[src/logic/kcm_regs.svh]
// register offsets, parameter indices, ranges and reset values of the keypad menu
`ifndef KCM_REGS_SVH
`define KCM_REGS_SVH
// ==================================
// bus offsets (byte addresses)
`define KCM_ADDR_STATUS 8'h00
`define KCM_ADDR_PIDX 8'h04
`define KCM_ADDR_PDATA 8'h08
`define KCM_ADDR_HOST 8'h0c
// ==================================
// parameter table layout
`define KCM_NPARAM 34
`define KCM_BASE_PRN 6'd0
`define KCM_LAST_PRN 6'd8
`define KCM_BASE_COM 6'd9
`define KCM_LAST_COM 6'd19
`define KCM_BASE_SRV 6'd20
`define KCM_LAST_SRV 6'd31
`define KCM_BASE_OVR 6'd32
`define KCM_LAST_OVR 6'd33
`define KCM_IDX_CPI 6'd1
`define KCM_IDX_QUALITY 6'd3
`define KCM_IDX_INS_START 6'd6
`define KCM_IDX_FIRST_LINE 6'd8
`define KCM_IDX_PROTO 6'd9
`define KCM_IDX_BAUD 6'd10
`define KCM_IDX_PARITY 6'd12
`define KCM_IDX_EMUL 6'd15
`define KCM_IDX_PAPER_OUT 6'd18
`define KCM_IDX_SELECT 6'd19
`define KCM_IDX_DARK_NORMAL 6'd30
`define KCM_IDX_CORRESPONDENCE_QUALITY_DARK 6'd31
`define KCM_IDX_LOCK 6'd32
`define KCM_IDX_COVER 6'd33
// ==================================
// choice encodings, ranges, reset values
`define KCM_PROTO_PARALLEL 8'h03
`define KCM_SERIAL_SKIP 6'd5
`define KCM_NO_DOCUMENT_CHOICE 8'h00
`define KCM_DOCUMENT_PRESENT_CHOICE 8'h00
`define KCM_FIRST_LINE_MAX 8'ha0
`define KCM_FIRST_LINE_RST 8'h69
`define KCM_BAUD_RST 8'h03
`define KCM_SERVICE_MAX 8'h63
`define KCM_DARK_MAX 8'h0a
`define KCM_INTERNAL_DIGIT 4'h9
`define KCM_CODE_PRN 4'h2
`define KCM_CODE_COM 4'h3
`define KCM_CODE_SRV 4'h4
`define KCM_CODE_OVR 4'h9
`define KCM_PRINT_DIGIT 4'h0
`endif

[src/logic/kcm_pkg.sv]
// types shared by the keypad configuration menu
package kcm_pkg;
    // ==================================
    // menu state and category
    typedef enum logic {kcm_st_idle, kcm_st_menu} kcm_state_t;
    typedef enum logic [1:0] {kcm_cat_prn, kcm_cat_com, kcm_cat_srv, kcm_cat_ovr} kcm_cat_t;
    // ==================================
    // keypad pins, one bit per key plus a digit bus
    typedef struct packed {
        logic       digit_hit;
        logic [3:0] digit;
        logic       function_code_key;
        logic       up;
        logic       enter;
        logic       clear;
    } kcm_keys_t;
    // storage write or load of one parameter
    typedef struct packed {
        logic       we;
        logic [5:0] addr;
        logic [7:0] data;
    } kcm_nvm_t;
    // function code handed to the host
    typedef struct packed {
        logic        valid;
        logic [1:0]  len;
        logic [11:0] code;
    } kcm_host_t;
endpackage

[src/logic/kcm_menu.sv]
// keypad configuration menu with parameter store and ahb-lite access
`timescale 1ns/100ps
`default_nettype none
`include "kcm_regs.svh"
module kcm_menu
    import kcm_pkg::*;
#(
    parameter logic FAST_VARIANT = 1'b0
) (
    // clock, reset, enable
    input  wire logic        hclk,
    input  wire logic        hresetn,
    input  wire logic        ce,
    // ahb-lite slave
    input  wire logic        hsel,
    input  wire logic [31:0] haddr,
    input  wire logic [1:0]  htrans,
    input  wire logic        hwrite,
    input  wire logic [2:0]  hsize,
    input  wire logic [31:0] hwdata,
    input  wire logic        hready,
    output var  logic        hreadyout,
    output var  logic        hresp,
    output var  logic [31:0] hrdata,
    // keypad and sensor pins
    input  wire kcm_keys_t   key_pins,
    input  wire logic        document_pin,
    input  wire logic        lid_closed_pin,
    // storage
    input  wire kcm_nvm_t    nvm_ld,
    output var  kcm_nvm_t    nvm_wr,
    // host, printer and display
    output var  kcm_host_t   host_out,
    output var  logic        print_list_req,
    output var  logic [1:0]  print_list_cat,
    output var  logic        menu_active,
    output var  logic [5:0]  disp_idx,
    output var  logic [7:0]  disp_value,
    output var  logic        print_inhibit,
    output var  logic        paper_empty,
    output var  logic        online
);
    // ==================================
    // choice ranges per parameter
    function automatic logic [7:0] pmax(input logic [5:0] i);
        unique case (i)
            `KCM_IDX_CPI, `KCM_IDX_QUALITY, `KCM_IDX_PARITY: pmax = 8'h02;
            `KCM_IDX_INS_START, `KCM_IDX_PROTO, `KCM_IDX_EMUL: pmax = 8'h03;
            `KCM_IDX_FIRST_LINE: pmax = `KCM_FIRST_LINE_MAX;
            `KCM_IDX_BAUD: pmax = FAST_VARIANT ? 8'h04 : 8'h03;
            `KCM_IDX_DARK_NORMAL,
            `KCM_IDX_CORRESPONDENCE_QUALITY_DARK: pmax = `KCM_DARK_MAX;
            default: pmax = (i >= `KCM_BASE_SRV && i < `KCM_BASE_OVR) ?
                            `KCM_SERVICE_MAX : 8'h01;
        endcase
    endfunction

    // lowest choice; 1200 baud missing on the fast variant
    function automatic logic [7:0] pmin(input logic [5:0] i);
        pmin = (i == `KCM_IDX_BAUD && FAST_VARIANT) ? 8'h01 : 8'h00;
    endfunction

    function automatic logic [5:0] cat_base(input kcm_cat_t c);
        unique case (c)
            kcm_cat_prn: cat_base = `KCM_BASE_PRN;
            kcm_cat_com: cat_base = `KCM_BASE_COM;
            kcm_cat_srv: cat_base = `KCM_BASE_SRV;
            kcm_cat_ovr: cat_base = `KCM_BASE_OVR;
        endcase
    endfunction

    function automatic logic [5:0] cat_last(input kcm_cat_t c);
        unique case (c)
            kcm_cat_prn: cat_last = `KCM_LAST_PRN;
            kcm_cat_com: cat_last = `KCM_LAST_COM;
            kcm_cat_srv: cat_last = `KCM_LAST_SRV;
            kcm_cat_ovr: cat_last = `KCM_LAST_OVR;
        endcase
    endfunction

    // reset contents; service config field stays 00
    function automatic logic [7:0] pdef(input int i);
        if (i == int'(`KCM_IDX_FIRST_LINE)) pdef = `KCM_FIRST_LINE_RST;
        else if (i == int'(`KCM_IDX_BAUD)) pdef = `KCM_BAUD_RST;
        else pdef = 8'h00;
    endfunction

    // ==================================
    // pin synchronisers
    kcm_keys_t  key_s1_reg, key_s2_reg, key_s3_reg;
    logic [1:0] document_s_reg, lid_s_reg;
    logic       lid_d_reg;

    // second stage only feeds logic; third stage gives edges
    always_ff @(posedge hclk or negedge hresetn) begin
        if (!hresetn) begin
            key_s1_reg     <= '0;
            key_s2_reg     <= '0;
            key_s3_reg     <= '0;
            document_s_reg <= 2'h0;
            lid_s_reg      <= 2'h3;
            lid_d_reg      <= 1'b1;
        end else if (ce) begin
            key_s1_reg     <= key_pins;
            key_s2_reg     <= key_s1_reg;
            key_s3_reg     <= key_s2_reg;
            document_s_reg <= {document_s_reg[0], document_pin};
            lid_s_reg      <= {lid_s_reg[0], lid_closed_pin};
            lid_d_reg      <= lid_s_reg[1];
        end
    end

    logic dig_p, fn_p, up_p, ent_p, clr_p, lid_rise, document_ok, lid_ok;
    assign dig_p       = key_s2_reg.digit_hit & ~key_s3_reg.digit_hit;
    assign fn_p        = key_s2_reg.function_code_key & ~key_s3_reg.function_code_key;
    assign up_p        = key_s2_reg.up & ~key_s3_reg.up;
    assign ent_p       = key_s2_reg.enter & ~key_s3_reg.enter;
    assign clr_p       = key_s2_reg.clear & ~key_s3_reg.clear;
    assign lid_rise    = lid_s_reg[1] & ~lid_d_reg;
    assign document_ok = document_s_reg[1];
    assign lid_ok      = lid_s_reg[1];

    // ==================================
    // ahb-lite slave: writes zero wait, reads one wait state
    logic        ap, rdp_reg, rdp_next, wrp_reg, wrp_next, hready_reg, hready_next;
    logic [7:0]  addr_reg, addr_next;
    logic [31:0] hrdata_reg, hrdata_next, rd_mux;
    logic [5:0]  pidx_reg, pidx_next;
    logic        pd_we;
    kcm_state_t  st_reg, st_next;
    kcm_cat_t    cat_reg, cat_next;
    logic [5:0]  idx_reg, idx_next;
    logic [7:0]  prm_reg [`KCM_NPARAM];
    logic [7:0]  prm_next [`KCM_NPARAM];
    kcm_host_t   host_reg, host_next;

    assign ap    = hsel & htrans[1] & hready;
    // a bad value is dropped rather than stored out of range
    assign pd_we = wrp_reg && addr_reg == `KCM_ADDR_PDATA &&
                   hwdata[7:0] <= pmax(pidx_reg) && hwdata[7:0] >= pmin(pidx_reg);

    // read mux, evaluated in the wait cycle so a prior write has landed
    always_comb begin
        unique case (addr_reg)
            `KCM_ADDR_STATUS: rd_mux = {19'h0, st_reg == kcm_st_menu, cat_reg, idx_reg,
                                        document_ok, lid_ok, prm_reg[`KCM_IDX_LOCK][0],
                                        prm_reg[`KCM_IDX_COVER][0]};
            `KCM_ADDR_PIDX:   rd_mux = {26'h0, pidx_reg};
            `KCM_ADDR_PDATA:  rd_mux = {24'h0, prm_reg[pidx_reg]};
            `KCM_ADDR_HOST:   rd_mux = {18'h0, host_reg.len, host_reg.code};
            default:          rd_mux = 32'h0;
        endcase
    end

    // bus phase tracking
    always_comb begin
        rdp_next    = ap & ~hwrite;
        wrp_next    = ap & hwrite;
        hready_next = ~(ap & ~hwrite);
        addr_next   = ap ? haddr[7:0] : addr_reg;
        hrdata_next = rdp_reg ? rd_mux : hrdata_reg;
        pidx_next   = pidx_reg;
        if (wrp_reg && addr_reg == `KCM_ADDR_PIDX && hwdata[5:0] < 6'(`KCM_NPARAM)) begin
            pidx_next = hwdata[5:0];
        end
    end

    always_ff @(posedge hclk or negedge hresetn) begin
        if (!hresetn) begin
            rdp_reg    <= 1'b0;
            wrp_reg    <= 1'b0;
            hready_reg <= 1'b1;
            addr_reg   <= 8'h00;
            hrdata_reg <= 32'h0;
            pidx_reg   <= 6'h00;
        end else if (ce) begin
            rdp_reg    <= rdp_next;
            wrp_reg    <= wrp_next;
            hready_reg <= hready_next;
            addr_reg   <= addr_next;
            hrdata_reg <= hrdata_next;
            pidx_reg   <= pidx_next;
        end
    end

    assign hreadyout = hready_reg;
    assign hresp     = 1'b0;
    assign hrdata    = hrdata_reg;

    // ==================================
    // key entry, menu walk and parameter store
    logic [2:0][3:0] dig_reg, dig_next;
    logic [1:0]      dcnt_reg, dcnt_next;
    kcm_nvm_t        nvm_reg, nvm_next;
    logic            preq_reg, preq_next;
    logic [1:0]      pcat_reg, pcat_next;
    logic [7:0]      dval_reg, dval_next, cur_val;
    logic            paper_reg, paper_next, online_reg, online_next;
    logic            inh_reg, inh_next, up_ok;

    assign cur_val = prm_reg[idx_reg];
    // the lock entry itself stays editable so the keypad can be unlocked
    assign up_ok   = prm_reg[`KCM_IDX_LOCK] == 8'h00 || idx_reg == `KCM_IDX_LOCK;

    always_comb begin
        st_next   = st_reg;
        cat_next  = cat_reg;
        idx_next  = idx_reg;
        dig_next  = dig_reg;
        dcnt_next = dcnt_reg;
        for (int i = 0; i < `KCM_NPARAM; i++) begin
            prm_next[i] = prm_reg[i];
        end
        nvm_next        = '0;
        host_next       = host_reg;
        host_next.valid = 1'b0;
        preq_next       = 1'b0;
        pcat_next       = pcat_reg;
        // stored values come back after power-up
        if (nvm_ld.we && nvm_ld.addr < 6'(`KCM_NPARAM)) begin
            prm_next[nvm_ld.addr] = nvm_ld.data;
        end
        if (pd_we) begin
            prm_next[pidx_reg] = hwdata[7:0];
            nvm_next = '{we: 1'b1, addr: pidx_reg, data: hwdata[7:0]};
        end
        unique case (st_reg)
            kcm_st_idle: begin
                if (clr_p) begin
                    dcnt_next = 2'd0;
                end else if (dig_p && dcnt_reg != 2'd3) begin
                    dig_next[dcnt_reg] = key_s2_reg.digit;
                    dcnt_next = dcnt_reg + 2'd1;
                end else if (fn_p) begin
                    dcnt_next = 2'd0;
                    if (dcnt_reg != 2'd0 && dig_reg[0] != `KCM_INTERNAL_DIGIT) begin
                        host_next = '{valid: 1'b1, len: dcnt_reg, code: dig_reg};
                    end else if (dcnt_reg == 2'd2) begin
                        st_next = kcm_st_menu;
                        unique case (dig_reg[1])
                            `KCM_CODE_PRN: cat_next = kcm_cat_prn;
                            `KCM_CODE_COM: cat_next = kcm_cat_com;
                            `KCM_CODE_SRV: cat_next = kcm_cat_srv;
                            `KCM_CODE_OVR: cat_next = kcm_cat_ovr;
                            default:       st_next  = kcm_st_idle;
                        endcase
                        idx_next = cat_base(cat_next);
                    end else if (dcnt_reg == 2'd3 && dig_reg[1] == `KCM_PRINT_DIGIT &&
                                 dig_reg[2] == `KCM_PRINT_DIGIT) begin
                        preq_next = 1'b1;
                        pcat_next = cat_reg;
                    end
                end
            end
            kcm_st_menu: begin
                if (up_p && up_ok) begin
                    prm_next[idx_reg] = (cur_val >= pmax(idx_reg)) ? pmin(idx_reg)
                                                                   : cur_val + 8'h01;
                    nvm_next = '{we: 1'b1, addr: idx_reg, data: prm_next[idx_reg]};
                end else if (ent_p) begin
                    if (idx_reg == cat_last(cat_reg)) begin
                        st_next = kcm_st_idle;
                    end else if (idx_reg == `KCM_IDX_PROTO &&
                                 cur_val == `KCM_PROTO_PARALLEL) begin
                        idx_next = idx_reg + `KCM_SERIAL_SKIP;
                    end else begin
                        idx_next = idx_reg + 6'd1;
                    end
                end
            end
        endcase
        // lid event last so it wins over a key or bus edit in the same cycle
        if (lid_rise) begin
            prm_next[`KCM_IDX_COVER] = 8'h00;
            nvm_next = '{we: 1'b1, addr: `KCM_IDX_COVER, data: 8'h00};
        end
        dval_next   = prm_next[idx_next];
        paper_next  = prm_reg[`KCM_IDX_PAPER_OUT] == `KCM_NO_DOCUMENT_CHOICE &&
                      !document_ok;
        online_next = prm_reg[`KCM_IDX_SELECT] != `KCM_DOCUMENT_PRESENT_CHOICE ||
                      document_ok;
        inh_next    = !lid_ok && prm_reg[`KCM_IDX_COVER] == 8'h00;
    end

    always_ff @(posedge hclk or negedge hresetn) begin
        if (!hresetn) begin
            st_reg     <= kcm_st_idle;
            cat_reg    <= kcm_cat_prn;
            idx_reg    <= 6'h00;
            dig_reg    <= '0;
            dcnt_reg   <= 2'd0;
            for (int i = 0; i < `KCM_NPARAM; i++) begin
                prm_reg[i] <= pdef(i);
            end
            nvm_reg    <= '0;
            host_reg   <= '0;
            preq_reg   <= 1'b0;
            pcat_reg   <= 2'd0;
            dval_reg   <= 8'h00;
            paper_reg  <= 1'b0;
            online_reg <= 1'b1;
            inh_reg    <= 1'b0;
        end else if (ce) begin
            st_reg     <= st_next;
            cat_reg    <= cat_next;
            idx_reg    <= idx_next;
            dig_reg    <= dig_next;
            dcnt_reg   <= dcnt_next;
            for (int i = 0; i < `KCM_NPARAM; i++) begin
                prm_reg[i] <= prm_next[i];
            end
            nvm_reg    <= nvm_next;
            host_reg   <= host_next;
            preq_reg   <= preq_next;
            pcat_reg   <= pcat_next;
            dval_reg   <= dval_next;
            paper_reg  <= paper_next;
            online_reg <= online_next;
            inh_reg    <= inh_next;
        end
    end

    assign nvm_wr         = nvm_reg;
    assign host_out       = host_reg;
    assign print_list_req = preq_reg;
    assign print_list_cat = pcat_reg;
    assign menu_active    = st_reg == kcm_st_menu;
    assign disp_idx       = idx_reg;
    assign disp_value     = dval_reg;
    assign print_inhibit  = inh_reg;
    assign paper_empty    = paper_reg;
    assign online         = online_reg;

    // ==================================
    // checks
    logic quiet_edit;
    assign quiet_edit = !pd_we && !nvm_ld.we && !lid_rise;
endmodule
`default_nettype wire

[config.mk]
export PLATFORM = sky130hd
export DESIGN_NAME = kcm_menu
export DESIGN_NICKNAME = d
export VERILOG_FILES = /design/src/logic/kcm_pkg.sv /design/src/logic/kcm_menu.sv
export VERILOG_INCLUDE_DIRS = /design/src /design/src/logic
export SDC_FILE = /design/constraint.sdc
export NUM_CORES = 2
export LEC_CHECK = 0
export ABC_CLOCK_PERIOD_IN_PS = 6150
export BUFFER_PORTS_ARGS = -buffer_cell sky130_fd_sc_hd__buf_2
export CORE_ASPECT_RATIO = 1.4
export CORE_MARGIN = 2
export CORE_UTILIZATION = 36
export CTS_CLUSTER_DIAMETER = 50
export CTS_CLUSTER_SIZE = 16
export DETAILED_ROUTE_END_ITERATION = 7
export PLACE_DENSITY = 0.48
export SYNTH_ARGS = -nofsm -noshare
export SYNTH_HDL_FRONTEND = slang
export SYNTH_SLANG_ARGS = --single-unit
[constraint.sdc]
create_clock -name hclk -period 6.15 [get_ports hclk]
set_clock_uncertainty 0.05 [all_clocks]
set_input_delay 1.23 -clock hclk [delete_from_list [all_inputs] [get_ports hclk]]
set_output_delay 1.23 -clock hclk [all_outputs]
set_load 0.02 [all_outputs]
; After elaboration in Yosys (flattened, before gate mapping)
; Cells that the tools add are included.
[totals]
reg_bits = 416
inputBits = 101
[classes]
add_sub_neg = 4
order_cmp = 18
eq_ne = 40
mux = 88
bitwise_logic = 27
n_reduce_logical = 50
[op_table]
columns = operator, count
row1 = 272-bit 2-to-1 mux, 4
row2 = 272-bit bitwise mux, 3
row3 = 8-bit binary-select mux with 6-bit select, 4
row4 = 8-bit demux with 6-bit select, 3
row5 = 15-bit 2-to-1 mux, 9
row6 = 8-bit 2-to-1 mux, 15
row7 = 6-bit 2-to-1 mux, 12
row8 = 8-bit case mux with 4 select lines, 2
row9 = 6-bit by 4-bit == test with 1-bit output (second input constant), 10
row10 = 14-bit case mux with 4 select lines, 1
row11 = 6-bit case mux with 4 select lines, 2
row12 = 8-bit logical NOT, 4
row13 = 7-bit greater-or-equal comparator (second input constant), 4
row14 = 6-bit inverter with 7-bit output, 4
row15 = 6-bit by 5-bit == test with 1-bit output (second input constant), 4
row16 = 6-bit < comparator (second input constant), 4
row17 = 7-bit by 1-bit < comparator with 1-bit output (second input constant), 3
row18 = 1-bit logical AND, 20
row19 = 2-bit 2-to-1 mux, 9
row20 = 8-bit by 4-bit == test with 1-bit output (second input constant), 2
row21 = 1-bit 2-to-1 mux, 16
row22 = 7-bit 2-to-1 mux, 2
row23 = 1-bit inverter, 13
row24 = 12-bit bitwise mux, 1
row25 = 46 further kinds, 76

; Longest topological paths before layout
[logic_depth]
word_depth = 20
ltp_mapped = 27

; Worst setup path after synthesis
; Ideal clock, no wire load.
[synth_path]
path_kind = reg2reg
startpoint = reg pidx_reg[0]
endpoint = reg dval_reg[6], in the netlist disp_value[6]
arrival_ns = 5.442
t_required_ns = 5.963
slack_ns = 0.521
path_stages_with_launch = 22
n_path_buf = 7
period_less_slack_ns = 5.629
cell_sequence = dfrtp_1 -> clkbuf_1 -> buf_1 -> buf_1 -> clkbuf_1 -> xnor2_1 -> o21ai_0 -> a21o_1 -> ha_1 -> nor2b_1 -> o311ai_0 -> a311o_1 -> clkbuf_1 -> buf_2 -> nand4_1 -> clkbuf_1 -> o21ai_0 -> nor2_1 -> a2111oi_0 -> nor3_1 -> nor4_1 -> o31ai_1
[synth_between]
elab_chain_cells = 15
[synth_lines]
columns = element, line
row1 = from (decl), kcm_menu.sv:128  ; logic [5:0] pidx_reg, pidx_next;
row2 = from (signal assigned), kcm_menu.sv:182  ; pidx_reg <= pidx_next;
row3 = 6-bit by 5-bit greater-or-equal comparator with 1-bit output (no line) or 6-bit < comparator (tied branches), --
row4 = 1-bit logical AND (no line), --
row5 = 7-bit 2-to-1 mux, kcm_menu.sv:53  ; default: pmax = (i >= `KCM_BASE_SRV && i < `KCM_BASE_OVR) ?
row6 = 8-bit case mux with 4 select lines, kcm_menu.sv:46  ; unique case (i)
row7 = 8-bit <= comparator, kcm_menu.sv:140  ; hwdata[7:0] <= pmax(pidx_reg) && hwdata[7:0] >= pmin(pidx_reg);
row8 = 1-bit logical AND (2 in series), kcm_menu.sv:139  ; assign pd_we = wrp_reg && addr_reg == `KCM_ADDR_PDATA &&
row9 = 272-bit 2-to-1 mux *, kcm_menu.sv:223  ; if (pd_we) begin
row10 = 272-bit bitwise mux, kcm_menu.sv:257  ; prm_next[idx_reg] = (cur_val >= pmax(idx_reg)) ? pmin(idx_reg)
row11 = 272-bit 2-to-1 mux, kcm_menu.sv:256  ; if (up_p && up_ok) begin
row12 = 272-bit 2-to-1 mux *, kcm_menu.sv:227  ; unique case (st_reg)
row13 = 8-bit 2-to-1 mux, kcm_menu.sv:273  ; if (lid_rise) begin
row14 = 8-bit binary-select mux with 6-bit select *, kcm_menu.sv:277  ; dval_next = prm_next[idx_next];
row15 = 8-bit 2-to-1 mux (implied by the code) * (2 in series), kcm_menu.sv:277
row16 = to (signal assigned), kcm_menu.sv:316  ; dval_reg <= dval_next;
row17 = to (decl), kcm_menu.sv:197  ; logic [7:0] dval_reg, dval_next, cur_val;
; Mark *: on every way between the ends. The rest lies on a longest branch, timed or not. The select of a mux whose other input is x is not followed.
; A chain may end at the register's enable or synchronous reset.

; Worst setup path after layout
[layout_path]
startpoint = reg idx_reg[2], in the netlist disp_idx[2]
endpoint = reg dval_reg[1], in the netlist disp_value[1]
[layout_between]
elab_chain_cells = 15
[layout_lines]
columns = element, line
row1 = from (decl), kcm_menu.sv:132  ; logic [5:0] idx_reg, idx_next;
row2 = from (signal assigned), kcm_menu.sv:306  ; idx_reg <= idx_next;
row3 = "6-bit by 5-bit greater-or-equal comparator with 1-bit output (no line), or another cell as far along", --
row4 = 1-bit logical AND (no line) or 8-bit binary-select mux with 6-bit select (tied branches), --
row5 = 7-bit 2-to-1 mux or 8-bit 2-to-1 mux (tied branches), "kcm_menu.sv:53, kcm_menu.sv:201"
row6 = 8-bit case mux with 4 select lines or 8-bit 2-to-1 mux (tied branches), "kcm_menu.sv:46, kcm_menu.sv:201"
row7 = 8-bit 2-to-1 mux or 8-bit by 2-bit == test with 1-bit output (tied branches), --
row8 = 8-bit 2-to-1 mux or 1-bit logical AND (tied branches), --
row9 = 8-bit greater-or-equal comparator or 6-bit 2-to-1 mux (tied branches), "kcm_menu.sv:257, kcm_menu.sv:263"
row10 = 8-bit 2-to-1 mux or 6-bit 2-to-1 mux (tied branches), "kcm_menu.sv:257, kcm_menu.sv:261"
row11 = 272-bit bitwise mux or 6-bit 2-to-1 mux (tied branches), "kcm_menu.sv:257, kcm_menu.sv:260"
row12 = 272-bit 2-to-1 mux or 6-bit 2-to-1 mux (tied branches), kcm_menu.sv:256
row13 = 272-bit 2-to-1 mux or 6-bit case mux with 2 select lines (tied branches), kcm_menu.sv:227
row14 = 8-bit 2-to-1 mux or 6-bit inverter with 7-bit output (tied branches), "kcm_menu.sv:273, kcm_menu.sv:277"
row15 = 8-bit binary-select mux with 6-bit select *, kcm_menu.sv:277
row16 = 8-bit 2-to-1 mux (implied by the code) * (2 in series), kcm_menu.sv:277
; Marks and branches as above.

==> results by group <==
Timing
  – Worst slew pin tran: 1.32 ns
  – RSZ-0062 raised after global routing: true
  – Final-report max-slew violation count: 0
  – Fin crit share: 100%
  – Fin. Hold Viols: 0
  – Max Fclk: 162 MHz
  – Rel. slew slack: 12.0%
  – Final WS setup: -0.0186 ns
  – Setup TNS: -0.0186 ns
  – Final setup violation count: 1
  – Final hold slack: 0.415 ns
  – Tmin final: 6.17 ns

Global routing
  – Largest net degree at the start of global routing: 214
  – Initial antenna violation count: 13
  – Grt ovf: 0
  – Vias in the first global route: 36.0k
  – Aggregate global-route resource usage: 44.2%
  – First-pass GRT wire length: 292 mm
  – Met3 global-route usage: 10.2%
  – Met2 GRT Util: 68.0%
  – GRT busiest layer: met2
  – Routing usage on met1: 51.4%

Drt
  – Vias: 38.4k
  – Vias per inst: 6.67
  – WL per Instance: 37.2 microns
  – Antenna-violating nets left: 0
  – Drt initial violations: 5174
  – DRT Pass-1 Iters: 6
  – DRC Markers: 0
  – Drt total wl: 214 mm

Cells and area
  – Most frequent cells in the layout: nor2_1, buf_4, a21oi_1
  – Final net count: 4616
  – FILL cells: 9313
  – Most common cell after layout, fill and taps aside: nor2_1
  – Max reg flops: 272
  – Layout cells sized above 1: 26.6%
  – Area growth from synthesis to layout: 25.9%
  – Util after Layout: 45.6%

Setup path
  – CP max FO: 4
  – Worst EP arrival: 6.70 ns
  – R2r setup slk: -0.02 ns
  – Startpoint types: flip-flop
  – Critical Setup Path Class: flip-flop to flip-flop
  – Worst EP required: 6.68 ns
  – Setup crit end kind: flip-flop
  – Worst-case reg-to-reg path depth: 24

Clocking
  – Num CTS Buffers: 70
  – H-tree Lvls: 3
  – Max clock buf depth: 3
  – CTS clk-pin slew, worst paths: 0.07 ns
  – CTS tree: done
  – Hold_buf cts: 0
  – CTS root buf: clkbuf_16
  – Clock latency on the worst-skew pair: 0.68 ns
  – Clk sink count: 398

Synth
  – Post-synth EDFFs: 0
  – Area contributors post-synth: dfrtp_1, mux2i_1, a21oi_1
  – Post-synth cell types: 105
  – Warnings from Yosys: 0
  – Post-synthesis sequential area ratio: 29.8%
  – Share of the synthesized area in the top cell type: 29.0%
  – Async S/R FF share, synth: 100%
  – Seq cells post-synth: 398
  – Mapped cell area: 33400 sq um
  – Synth Area per Inst: 8.26 sq um
  – Cells after Synth: 4047
  – Synth area leader: dfrtp_1
  – Top_reg_cell synth: dfrtp_1

Pwr
  – Peak supply drop: 425 uV
  – Leakage: 17.5 nW
  – Pwr Density: 471 nW/um^2

Hold path
  – Hold Path Class: input port to asynchronous set/reset pin

Placed design
  – I/O Buffers: 114
  – Gpl congestion: 1.07
  – DP HPWL: 160 mm

Floorplanning
  – FP Rows: 132
  – Chip width: 262 microns
  – Chip height: 365 microns
  – DIE AREA: 95300 sq um
  – I/O pin count: 186
  – Starting density of the core: 36.2%
  – Core region area: 92300 sq um

Outcome
  – Failing checks: setup timing
  – Status: finished with violations

Job
  – Max_cap viols: 0
==> power by group <==
group / internal, mW / switching (mW)
Combinational: 4.42 / 7.23
Sequential: 3.13 / 0.738
Clock: 2.50 / 1.80
Total: 10.0 / 9.78
==> kinds of logic (layout without fill, tap and decap cells) <==
group	Yosys count	after routing	synth area share, %
AO/OA/AOI/OAI	1238	1238	23.5
XOR/XNOR	9	9	0.236
adder cells (fa/ha/maj)	25	25	0.936
buffers and inverters	432	914	5.62
flip-flops	398	398	29.8
multiplexers	555	555	21.1
other	1	26	0.0112
AND/OR/NAND/NOR	1389	1389	18.8
==> area by class of cell <==
| type | instances | area, sq um | share of cell area, % |
|---|---|---|---|
| clock buffers | 77 | 1860 | 4.43 |
| clock inverters | 52 | 628 | 1.49 |
| diodes | 7 | 17.5 | 0.0416 |
| flip-flops and latches | 398 | 9990 | 23.8 |
| well taps | 1206 | 1510 | 3.59 |
| multi-input cells | 3235 | 21900 | 52.1 |
| inverters | 22 | 82.6 | 0.196 |
| repair buffers | 763 | 6050 | 14.4 |
==> synth_stat cells (14+ instances only) <==
cell type and number:
a31oi_1 60, nand4_1 41, o211ai_1 29, a22oi_1 35, ha_1 25, a221oi_1 16, o21ai_0 163, nor2_1 643
a21oi_1 509, nand2b_1 19, a211oi_1 172, nor2b_1 21, nor4_1 23, o22ai_1 30, buf_1 36, a22o_1 20
dfrtp_1 387, a221o_1 15, clkbuf_1 271, mux2_2 102, a32oi_1 14, buf_4 33, and3_1 19, nand2_1 314
inv_1 19, nor3_1 75, mux2i_1 344, nand3_1 119, and2_1 24, mux4_2 106, buf_2 63
==> stage by stage <==
step           instances  area, sq um  total power [mW]  worst slack (ns)
2_1_floorplan       4065        33500              8.39             0.521
3_3_place_gp        5616        39300              14.8            -0.111
3_5_place_dp        5616        39300              14.8            -0.187
4_1_cts             5745        41900              19.2            0.0228
5_1_grt             5753        42000              20.1           -0.0105
6_report            5760        42100              19.8           -0.0186
==> metal layers <==
metal | vias to the layer above | routed length (microns)
met5 | - | 117
met4 | 12 | 23900
met3 | 858 | 21100
met2 | 2737 | 93200
met1 | 18800 | 75800
li1 | 16000 | -
==> timing repair <==
item	CTS	global route
buffers inserted	0	8
setup endpoints to repair	8	8
pin swaps	0	6
resized for setup	10	21
==> final timing paths <==
kind                             endpoint            from
max reg2reg                 disp_value[1]     disp_idx[2]
max                         disp_value[1]     disp_idx[2]
min                         key_s3_reg[3]         hresetn
max in group asynchronous     pidx_reg[0]         hresetn
min in group hclk          print_list_req  print_list_req
min reg2reg                print_list_req  print_list_req
==> worst max-delay path, cell delays in order (launching register included) <==
cell       delay (ns)
dfrtp_4          0.52
buf_12           0.18
buf_12           0.13
buf_12           0.11
mux4_2           0.34
nand2_1          0.17
a21oi_1          0.17
nor4b_2          0.46
buf_12           0.18
nand2_1          0.07
or3_1            0.43
nor4_4           0.17
ha_1             0.23
a21oi_2          0.09
o31a_1           0.24
mux2i_1          0.19
o211a_1          0.28
nand2_1          0.23
nor2_1           0.57
nand2_1          0.24
o32a_1           0.22
o2111ai_1        0.22
a2111oi_0        0.15
buf_4            0.19
o31ai_1          0.22
Note: power is estimated with default switching activity, not from simulation.
